==> src/design/cso_pkg.sv <==
// Package of constants and types for the status outputs block.
package cso_pkg;
   // Wishbone register byte addresses.
   localparam logic [3:0] CSO_ADDR_CTRL = 4'h0;
   localparam logic [3:0] CSO_ADDR_STATUS = 4'h4;
   localparam logic [3:0] CSO_ADDR_BAUD = 4'h8;
   // Control register field positions.
   localparam int CSO_CTRL_PIN_LSB = 0;
   localparam int CSO_CTRL_PD_BIT = 12;
   localparam int CSO_CTRL_DCP_POL_BIT = 13;
   // Control register reset value: all pins off, pull-down off.
   localparam logic [31:0] CSO_CTRL_RESET = 32'h0000_0000;
   // Clock rate and the fastest allowed serial rate.
   localparam int CSO_CLK_HZ = 50_000_000;
   localparam int CSO_MAX_BAUD = 3_000_000;
   // Least bit period in clock cycles, rounded up (17 at 50 MHz).
   localparam int CSO_MIN_DIV = (CSO_CLK_HZ + CSO_MAX_BAUD - 1) / CSO_MAX_BAUD;
   // Reset value of the baud divisor: 115200 baud is about 434 cycles.
   localparam logic [15:0] CSO_DIV_RESET = 16'h01B2;
   // Lamp stretch time in microseconds and its count of cycles.
   localparam int CSO_LAMP_US = 50_000;
   localparam int CSO_LAMP_CYC = CSO_LAMP_US * (CSO_CLK_HZ / 1_000_000);

   // Function that a configurable pin carries.
   typedef enum logic [2:0] {
      CSO_FN_OFF = 3'h0,
      CSO_FN_POWER_N = 3'h1,
      CSO_FN_SLEEP_N = 3'h2,
      CSO_FN_DRIVER_EN = 3'h3,
      CSO_FN_TX_LAMP = 3'h4,
      CSO_FN_RX_LAMP = 3'h5,
      CSO_FN_TRAFFIC = 3'h6,
      CSO_FN_CHARGER = 3'h7
   } cso_fn_t;

   // Line-driver sequencer states, one-hot.
   typedef enum logic [3:0] {
      CSO_ST_IDLE = 4'b0001,
      CSO_ST_LEAD = 4'b0010,
      CSO_ST_FRAME = 4'b0100,
      CSO_ST_STOP = 4'b1000
   } cso_state_t;

   // Drive of one three-state pin.
   typedef struct packed {
      logic out;
      logic oe;
   } cso_pin_t;
endpackage : cso_pkg

==> src/design/cso_status_outputs.sv <==
// Status outputs for configurable pins with a Wishbone register port.
`timescale 1ns/1ps
module cso_status_outputs
   import cso_pkg::*;
#(
   parameter int PINS = 4,
   parameter int LAMP_CYC = CSO_LAMP_CYC
) (
   input wire logic clk_in,
   input wire logic rst_in,
   input wire logic wb_cyc_in,
   input wire logic wb_stb_in,
   input wire logic wb_we_in,
   input wire logic [3:0] wb_adr_in,
   input wire logic [3:0] wb_sel_in,
   input wire logic [31:0] wb_dat_in,
   output logic [31:0] wb_dat_out,
   output logic wb_ack_out,
   input wire logic suspend_in,
   input wire logic charger_port_in,
   input wire logic tx_request_in,
   output logic tx_start_out,
   input wire logic tx_stop_in,
   input wire logic tx_done_in,
   input wire logic rx_active_in,
   output logic [PINS-1:0] pin_out,
   output logic [PINS-1:0] pin_oe_out,
   output logic serial_pulldown_oe_out,
   output logic [15:0] bit_div_out
);

   // Control register and baud divisor.
   logic [31:0] ctrl;
   logic [15:0] bit_div;
   // Synchronisers for the pin-side inputs.
   logic [1:0] susp_sync;
   logic [1:0] dcp_sync;
   // Charger detection latch.
   logic dcp_seen;
   // Sequencer state and bit timer.
   cso_state_t state;
   cso_state_t next_state;
   logic [15:0] bit_cnt;
   logic bit_tick;
   logic line_driver_enable;
   // One-shot timers for transmit and receive activity.
   logic [31:0] tx_shot;
   logic [31:0] rx_shot;
   logic tx_lit;
   logic rx_lit;
   // Bus decode wires.
   logic bus_req;
   logic hit_ctrl;
   logic hit_status;
   logic hit_baud;
   logic [31:0] wr_mask;
   logic [15:0] div_wr;
   logic suspended;

   // Overview of the block for the next engineer.
   // The block owns no serial datapath of its own.
   // It watches a transmitter and a receiver that share its clock.
   // It turns their activity into drives for a handful of pins.
   // Each pin carries one function, chosen by a three-bit field.
   // The fields sit side by side at the bottom of the control word.
   // Field zero switches a pin off, and the pin then floats.
   // A floating pin relies on the board to give it a level.
   //
   // Register map in words of the bus.
   // The control word holds the pin fields and two option bits.
   // One option bit pulls the serial lines low during suspend.
   // The other option bit turns the charger output active low.
   // The status word is read only and reflects live state.
   // Its low bits are suspend, charger seen and driver enable.
   // Above them sit the two lamp timers and the sequencer busy bit.
   // The divisor word gives the bit period in clock cycles.
   // Writes to unmapped words are dropped without a bus error.
   // Reads of unmapped words return zero for the same reason.
   //
   // Bus timing.
   // A request is taken on the first edge that sees it.
   // The acknowledge follows one cycle later and lasts one cycle.
   // While the acknowledge stands, the same request is not taken again.
   // Read data stays in its register until the next read.
   //
   // Line-driver sequencer.
   // A waiting character moves the sequencer out of idle.
   // The enable then leads the start bit by one full bit period.
   // The start pulse to the transmitter marks the end of that lead.
   // The enable falls at once when the stop bit begins.
   // That fall is combinational so that no cycle of overlap remains.
   // The sequencer then waits for the transmitter to finish.
   // Only after that may the next character ask for the line.
   // A divisor change while a character runs takes effect next bit.
   //
   // Activity lamps.
   // Each lamp timer is loaded while its activity is present.
   // The timer then counts down and keeps the lamp lit meanwhile.
   // Fresh activity reloads the timer, so lamps retrigger.
   // A lamp pin never drives high; it only sinks current or floats.
   // The stretch time is a parameter so that tests can shorten it.
   //
   // Suspend and charger.
   // Suspend and the charger detect come from outside the clock.
   // Each passes two flip-flops before any logic reads it.
   // The charger latch sets only while the block is suspended.
   // Leaving suspend clears the latch, as a host must be present.
   // The polarity option is applied at the pin, not in the latch.
   // The status word therefore always shows the latch as active high.
   //
   // Limits a user must know.
   // At most four pins fit in the control word as laid out.
   // The divisor floor assumes the clock rate of the package.
   // A different clock needs the floor constant to be recomputed.
   // The lamp timers are wide enough for stretch times of seconds.
   // No pin output depends on the bus acknowledge or read path.
   // So a stalled bus cannot freeze the status outputs.

   // Byte-enable mask expanded from the select lines.
   function automatic logic [31:0] sel_mask(input logic [3:0] sel);
      sel_mask = {{8{sel[3]}}, {8{sel[2]}}, {8{sel[1]}}, {8{sel[0]}}};
   endfunction : sel_mask

   // Field of the pin function for one pin.
   function automatic cso_fn_t pin_fn(input logic [31:0] c, input int i);
      pin_fn = cso_fn_t'(c[CSO_CTRL_PIN_LSB + 3*i +: 3]);
   endfunction : pin_fn

   // Request decode; a new request is taken when no ack is pending.
   assign bus_req = wb_cyc_in && wb_stb_in && !wb_ack_out;
   assign hit_ctrl = wb_adr_in == CSO_ADDR_CTRL;
   assign hit_status = wb_adr_in == CSO_ADDR_STATUS;
   assign hit_baud = wb_adr_in == CSO_ADDR_BAUD;
   assign wr_mask = sel_mask(wb_sel_in);
   // Divisor merged lane by lane with the write data.
   assign div_wr = (bit_div & ~wr_mask[15:0]) |
      (wb_dat_in[15:0] & wr_mask[15:0]);
   assign suspended = susp_sync[1];
   assign bit_div_out = bit_div;

   // Bus slave: one-cycle ack; unmapped reads return zero, writes ignored.
   always_ff @(posedge clk_in or posedge rst_in) begin
      if (rst_in) begin
         wb_ack_out <= 1'b0;
         wb_dat_out <= 32'h0000_0000;
      end else begin
         wb_ack_out <= bus_req;
         if (bus_req && !wb_we_in) begin
            if (hit_ctrl) begin
               wb_dat_out <= ctrl;
            end else if (hit_status) begin
               wb_dat_out <= {26'h0, state == CSO_ST_IDLE ? 1'b0 : 1'b1,
                  rx_lit, tx_lit, line_driver_enable, dcp_seen, suspended};
            end else if (hit_baud) begin
               wb_dat_out <= {16'h0000, bit_div};
            end else begin
               wb_dat_out <= 32'h0000_0000;
            end
         end
      end
   end

   // Register writes; the divisor never goes below the 3 Mbaud bit time.
   always_ff @(posedge clk_in or posedge rst_in) begin
      if (rst_in) begin
         ctrl <= CSO_CTRL_RESET;
         bit_div <= CSO_DIV_RESET;
      end else if (bus_req && wb_we_in) begin
         if (hit_ctrl) begin
            ctrl <= (ctrl & ~wr_mask) | (wb_dat_in & wr_mask);
         end
         if (hit_baud) begin
            // A too short period is raised to the floor, not refused.
            bit_div <= (div_wr < 16'(CSO_MIN_DIV)) ?
               16'(CSO_MIN_DIV) : div_wr;
         end
      end
   end

   // Two-flop synchronisers for suspend and charger detection.
   always_ff @(posedge clk_in or posedge rst_in) begin
      if (rst_in) begin
         susp_sync <= 2'b00;
         dcp_sync <= 2'b00;
      end else begin
         susp_sync <= {susp_sync[0], suspend_in};
         dcp_sync <= {dcp_sync[0], charger_port_in};
      end
   end

   // Charger latch: set only when seen in suspend, cleared when active.
   always_ff @(posedge clk_in or posedge rst_in) begin
      if (rst_in) begin
         dcp_seen <= 1'b0;
      end else if (!suspended) begin
         dcp_seen <= 1'b0;
      end else if (dcp_sync[1]) begin
         dcp_seen <= 1'b1;
      end
   end

   // Bit timer restarts on leaving idle, ticks once per bit period.
   assign bit_tick = bit_cnt == 16'h0000;
   always_ff @(posedge clk_in or posedge rst_in) begin
      if (rst_in) begin
         bit_cnt <= 16'h0000;
      end else if (state == CSO_ST_IDLE || bit_tick) begin
         bit_cnt <= bit_div - 16'h0001;
      end else begin
         bit_cnt <= bit_cnt - 16'h0001;
      end
   end

   // Sequencer next state: lead bit, frame, then stop bit.
   always_comb begin
      next_state = state;
      case (state)
         CSO_ST_IDLE: begin
            if (tx_request_in) begin
               next_state = CSO_ST_LEAD;
            end
         end
         CSO_ST_LEAD: begin
            // Exactly one bit period of lead time.
            if (bit_tick) begin
               next_state = CSO_ST_FRAME;
            end
         end
         CSO_ST_FRAME: begin
            // Enable drops the moment the stop bit begins.
            if (tx_stop_in) begin
               next_state = CSO_ST_STOP;
            end
         end
         CSO_ST_STOP: begin
            if (tx_done_in) begin
               next_state = CSO_ST_IDLE;
            end
         end
         default: begin
            next_state = CSO_ST_IDLE;
         end
      endcase
   end

   // Sequencer state register.
   always_ff @(posedge clk_in or posedge rst_in) begin
      if (rst_in) begin
         state <= CSO_ST_IDLE;
      end else begin
         state <= next_state;
      end
   end

   // Enable high during lead and frame; start pulse at end of lead.
   assign line_driver_enable = (state == CSO_ST_LEAD) ||
      (state == CSO_ST_FRAME && !tx_stop_in);
   assign tx_start_out = (state == CSO_ST_LEAD) && bit_tick;

   // One-shots: reload on activity, count down to keep the lamp lit.
   always_ff @(posedge clk_in or posedge rst_in) begin
      if (rst_in) begin
         tx_shot <= 32'h0000_0000;
         rx_shot <= 32'h0000_0000;
      end else begin
         if (line_driver_enable) begin
            tx_shot <= 32'(LAMP_CYC);
         end else if (tx_shot != 32'h0000_0000) begin
            tx_shot <= tx_shot - 32'h0000_0001;
         end
         if (rx_active_in) begin
            rx_shot <= 32'(LAMP_CYC);
         end else if (rx_shot != 32'h0000_0000) begin
            rx_shot <= rx_shot - 32'h0000_0001;
         end
      end
   end
   assign tx_lit = tx_shot != 32'h0000_0000;
   assign rx_lit = rx_shot != 32'h0000_0000;

   // Pull-down on suspend only when enabled.
   assign serial_pulldown_oe_out = suspended && ctrl[CSO_CTRL_PD_BIT];

   // Per-pin function multiplexer.
   genvar gi;
   generate
      for (gi = 0; gi < PINS; gi++) begin : g_pin
         cso_pin_t drv;
         always_comb begin
            drv.out = 1'b0;
            drv.oe = 1'b0;
            case (pin_fn(ctrl, gi))
               CSO_FN_POWER_N: begin
                  drv.out = suspended;
                  drv.oe = 1'b1;
               end
               CSO_FN_SLEEP_N: begin
                  drv.out = !suspended;
                  drv.oe = 1'b1;
               end
               CSO_FN_DRIVER_EN: begin
                  drv.out = line_driver_enable;
                  drv.oe = 1'b1;
               end
               CSO_FN_TX_LAMP: begin
                  drv.oe = tx_lit;
               end
               CSO_FN_RX_LAMP: begin
                  drv.oe = rx_lit;
               end
               CSO_FN_TRAFFIC: begin
                  drv.oe = tx_lit || rx_lit;
               end
               CSO_FN_CHARGER: begin
                  drv.out = dcp_seen ^ ctrl[CSO_CTRL_DCP_POL_BIT];
                  drv.oe = 1'b1;
               end
               default: begin
                  drv.out = 1'b0;
                  drv.oe = 1'b0;
               end
            endcase
         end
         assign pin_out[gi] = drv.out;
         assign pin_oe_out[gi] = drv.oe;
      end
   endgenerate

endmodule : cso_status_outputs
==> config.mk <==
export PLATFORM = sky130hd
export DESIGN_NAME = cso_status_outputs
export DESIGN_NICKNAME = d
export VERILOG_FILES = /design/src/design/cso_pkg.sv /design/src/design/cso_status_outputs.sv
export SDC_FILE = /design/constraint.sdc
export NUM_CORES = 1
export LEC_CHECK = 0
export BUFFER_PORTS_ARGS = -buffer_cell sky130_fd_sc_hd__buf_2
export CAP_MARGIN = 25
export CORE_ASPECT_RATIO = 1.25
export CORE_UTILIZATION = 63
export CTS_CLUSTER_DIAMETER = 50
export DETAILED_ROUTE_END_ITERATION = 12
export PLACE_DENSITY_LB_ADDON = 0.15
export SYNTH_ARGS = -nofsm -noshare
export SYNTH_HDL_FRONTEND = slang
export SYNTH_SLANG_ARGS = --single-unit
export TNS_END_PERCENT = 100
==> constraint.sdc <==
create_clock -name clk_in -period 13.43 [get_ports clk_in]
set_input_delay 0 -clock clk_in [delete_from_list [all_inputs] [get_ports clk_in]]
set_output_delay 0 -clock clk_in [all_outputs]
set_load 0.005 [all_outputs]
; ---- Yosys cells after proc, flatten, opt, wreduce, memory -nomap -nowiden
; Index checks and enable logic that the tools add are counted.
; W data, S select, Z words.
[op_classes]
addsub = 4
order_cmp = 1
eq_ne = 39
mux = 25
bitwise_logic = 9
n_reduce_logical = 27
[ops]
columns = op, n
row1 = $mux W32, 5
row2 = $and A32 B32 Y32, 2
row3 = $mux W16, 4
row4 = $reduce_bool A32 Y1, 2
row5 = $sub A32 B1 Y32 const B, 2
row6 = $eq A3 B3 Y1 const B, 16
row7 = $and A16 B16 Y16, 2
row8 = $not A32 Y32, 1
row9 = $or A32 B32 Y32, 1
row10 = $pmux W1 S4, 8
row11 = $sub A16 B1 Y16 const B, 2
row12 = $eq A3 B2 Y1 const B, 8
row13 = $logic_not A16 Y1, 1
row14 = $lt A16 B5 Y1 const B, 1
row15 = $mux W4, 4
row16 = $not A16 Y16, 1
row17 = $or A16 B16 Y16, 1
row18 = $pmux W4 S4, 1
row19 = $reduce_or A4 Y1, 4
row20 = $eq A3 B1 Y1 const B, 4
row21 = $eq A4 B3 Y1 const B, 2
row22 = $eq A4 B4 Y1 const B, 2
row23 = $ne A2 B2 Y1 const B, 4
row24 = $logic_and A1 B1 Y1, 7
row25 = other kinds (11), 20
[totals]
ff_bits = 170
inputBits = 51
output_inout_bits = 59
word_cells = 116

; ---- Logic depth before layout (Yosys ltp)
[logic_depth]
word_depth = 5
ltp_mapped = 12
depth_no_buf = 10

; ---- Worst setup path before layout
; Ideal clock, no wire load.
[synth_path]
kind = register to register
from = register bit_cnt[8]
to = register bit_cnt[12]
setup_ps = 136
t_arrival_ps = 3685
t_required_ps = 13294
slack_ps = 9608
stages_incl_launch_ff = 13
n_path_buf = 2
period_less_slack_ps = 3822
cell_sequence = dfrtp_1 or4_1 or3_1 clkbuf_1 o41ai_2 buf_2 mux2i_1 ha_1 nor4b_1 nand2b_1 nor3_1 xnor2_1 a21oi_1
[synth_via]
elab_chain_len = 3
word_cells_on_any_way = 4
classes_between = 1 x add/sub / 1 x mux / 2 x reduce/logical
[synth_lines]
columns = element, line
row1 = from (decl), cso_status_outputs.sv:43  ; logic [15:0] bit_cnt;
row2 = from (signal assigned), cso_status_outputs.sv:208  ; bit_cnt <= bit_div - 16'h0001;
row3 = from (signal assigned), cso_status_outputs.sv:210  ; bit_cnt <= bit_cnt - 16'h0001;
row4 = branches (longest 2 deep; another with $sub A16 B1 Y16), n/a
row5 = $mux W16 (*), cso_status_outputs.sv:207  ; end else if (state == CSO_ST_IDLE || bit_tick) begin
; Every way passes the cells marked *.
; A chain may end at the register's enable or synchronous reset.

; ---- Worst setup path in the final report
[layout_path]
from = register bit_cnt[2]
to = register bit_cnt[12]
; Same word-level chain as after synthesis.

==> results.tsv <==
stage	metric	value	unit
cells_and_area	ff_latch_area	4260	sq um
cells_and_area	final_cells	1130	
worst_setup_path	startpoint_type	register	
worst_setup_path	cp_max_fo	26	
synth	synth_top_family_by_area	simple AND/OR/NAND/NOR gates	
route	final_antenna_net_count	0	
route	vias	7335	
global_routing	grt_max_degree	96	
worst_setup_path	ff2ff_setup_slack	9.42	ns
cells_and_area	final_cell_mix	164 x dfrtp_1, 110 x buf_2, 69 x nor2_1, 44 x mux2_2, 43 x nand2_1	
synth	synthSimpleGateAreaFrac	20.1	%
timing	fin_crit_sh	29.9	%
min_path	hold_path.class	in -> reg	
clock_tree	clock-sinks	170	
worst_setup_path	worstSetupPathType	reg -> reg	
global_routing	grt_pass1_wl	36.6	mm
route	first_pass_iters	7	
timing	period_needed	4.01	ns
placement	dpl_worst_slack	9.48	ns
global_routing	grt_pass1_vias	7480	
run_status	status	finished clean	
cells_and_area	area_delta_synth_final	20.0	%
synth	synth_compound_area_share	13.8	%
timing	tightest_slew	1.04	ns
synth	yosysWarnings	0	
timing	slew_viol_final	0	
cells_and_area	num-nets-final	1003	
timing	fin_setup_tns	0	ns
clock_tree	insertion_delay	0.44	ns
placement	numPortBuffers	109	
worst_setup_path	crit_required	13.74	ns
clock_tree	cts_buffers	17	
pwr	peakVddDrop	0.113	mV
clock_tree	tritoncts	yes	
clock_tree	cts_htree_levels	4	
die	core_area	12900	sq um
die	fp-row-count	46	
timing	setup_viol	0	
route	drtIter0Drc	499	
worst_setup_path	crit_path_end_kind	register	
clock_tree	root_buffer	clkbuf_16	
placement	gp_congestion	0.898	
pwr	power_density	142	nW/um^2
route	viasPerCell	6.49	
die	pin_count	110	
timing	hold_viol_final	0	
timing	rsz0062_at_grt	no	
clock_tree	cts.repair.resized	0	
synth	syn_nets	864	
timing	fin_skew	0.0107	ns
flow_run	cap_violations	0	
timing	slew_headroom	30.8	%
clock_tree	clk_path_buf_depth	2	
synth	netlist_top_cells_area	dfrtp_1 49%, mux2_2 5.9%, nor2_1 3.1%	
pwr	total_power	0.00144	W
die	die_h	131	um
cells_and_area	nFillCells	808	
synth	synth_top_area_cell	dfrtp_1	
cells_and_area	layout-drive-gt1-share	22.8	%
synth	ys_seq_area_share	50.5	%
worst_setup_path	arrival	4.32	ns
route	drc	0	
synth	synth_seq_cells	170	
timing	max_freq	249	MHz
global_routing	grt_overflow	0	
synth	async_flop_share	100	%
global_routing	antenna_found_initial	0	
synth	synthMuxAreaShare	7.77	%
synth	syn_inst	810	
clock_tree	clk_pin_slew	0.07	ns
synth	postSynthAreaPerCell	10.4	sq um
cells_and_area	multi_input_area	3940	sq um
die	die_area	13900	sq um
synth	netlist_area	8440	sq um
cells_and_area	final_util	78.6	%
placement	dpl.hpwl	14.2	mm
synth	synth_edf_count	0	
route	wirelength	22.3	mm
cells_and_area	final_common_cell	dfrtp_1	
synth	synth_cell_types	61	
cells_and_area	diodes	0	
synth	yosys_most_used_dff	dfrtp_1	
placement	post-place-cells	1055	
pwr	power_leakage	4.65	nW
global_routing	grt_usage	33.6	%
clock_tree	cts_setup_buffers	0	
synth	synth.top_cell.area_share	48.6	%
die	dieWidth	106	um
synth	yosys.area_share.adder	0.445	%
synth	synth_xor_area_share	4.36	%
timing	final.setup.worst_slack	9.42	ns
die	start_util	65.5	%
route	wl_per_cell	19.7	um
metrics by stage:
step | hold slack, ns | cell area (sq um)
after floorplan | 0.0314 | 8440
after global placement | 0.110 | 9110
after detailed placement | 0.110 | 9110
after CTS | 0.0532 | 10100
after global routing | 0.0875 | 10100
final | 0.0634 | 10100
area by class of cell:
class / count / share of cell area (%)
Inverter: 24 / 0.939
Timing Repair Buffer: 160 / 10.4
Sequential cell: 170 / 42.1
Multi-Input combinational cell: 576 / 38.9
Clock inverter: 13 / 1.16
Clock buffer: 19 / 4.47
Tap cell: 168 / 2.08
timing repair:
action / in CTS / in global routing
endpoints found under the setup margin: 0 / 0
hold endpoints to repair: 146 / 0
hold buffers: 42 / 0
critical path: stages, from the launching register on:
cell and delay [ns]:
dfrtp_1 0.41, nor4_1 0.54, nand3b_1 0.40, o41ai_4 0.37, buf_4 0.32, mux2i_1 0.26, ha_1 0.30, nor4b_1 0.61
nand2b_1 0.22, nor3_1 0.22, xnor2_1 0.15, a21oi_1 0.08
final timing paths:
| path | start | endpoint | cells after the start |
|---|---|---|---|
| max | bit_cnt[2] | bit_cnt[12] | 11 |
| min | wb_adr_in[2] | wb_dat_out[3] | 3 |
| max reg2reg | bit_cnt[2] | bit_cnt[12] | 11 |
| min reg2reg | dcp_sync[0] | dcp_sync[1] | 0 |
| max in group asynchronous | rst_in | state[0] | 5 |
| min in group asynchronous | rst_in | wb_dat_out[21] | 3 |
logic make-up (layout without fill, tap and decap cells):
group                    after synthesis  count (layout)
flip-flops                           170             170
AO/OA/AOI/OAI                        165             165
AND/OR/NAND/NOR                      306             306
adder cells (fa/ha/maj)                3               3
multiplexers                          60              60
XOR/XNOR                              42              42
buffers and inverters                 64             216
synthesized netlist by cell type, types with 16 or more instances:
cell type,number
xnor2_1,19
mux2_2,44
a22o_1,19
nor4_1,24
o21ai_0,30
or4_1,25
nor3_1,36
or3_1,25
a21oi_1,30
nand2_1,43
mux2i_1,16
dfrtp_1,164
inv_1,24
clkbuf_1,34
xor2_1,23
nand3_1,16
nor2_1,69
report_power, final:
| part | internal, W | total [W] | switching (W) |
|---|---|---|---|
| sequential | 0.000575 | 0.000645 | 0.0000709 |
| combinational | 0.000134 | 0.000314 | 0.000180 |
| clock | 0.000266 | 0.000478 | 0.000212 |
per-layer routing:
layer	vias up	part of all wire, %	track usage (%)	wire [um]
li1	3322	-	-	-
met1	3621	38	40.0	8450
met2	313	51	57.0	11400
met3	79	6.2	7.34	1370
met4	0	4.6	17.7	1020
met5	-	0	0	0
Power figures use the tool's default switching activity.
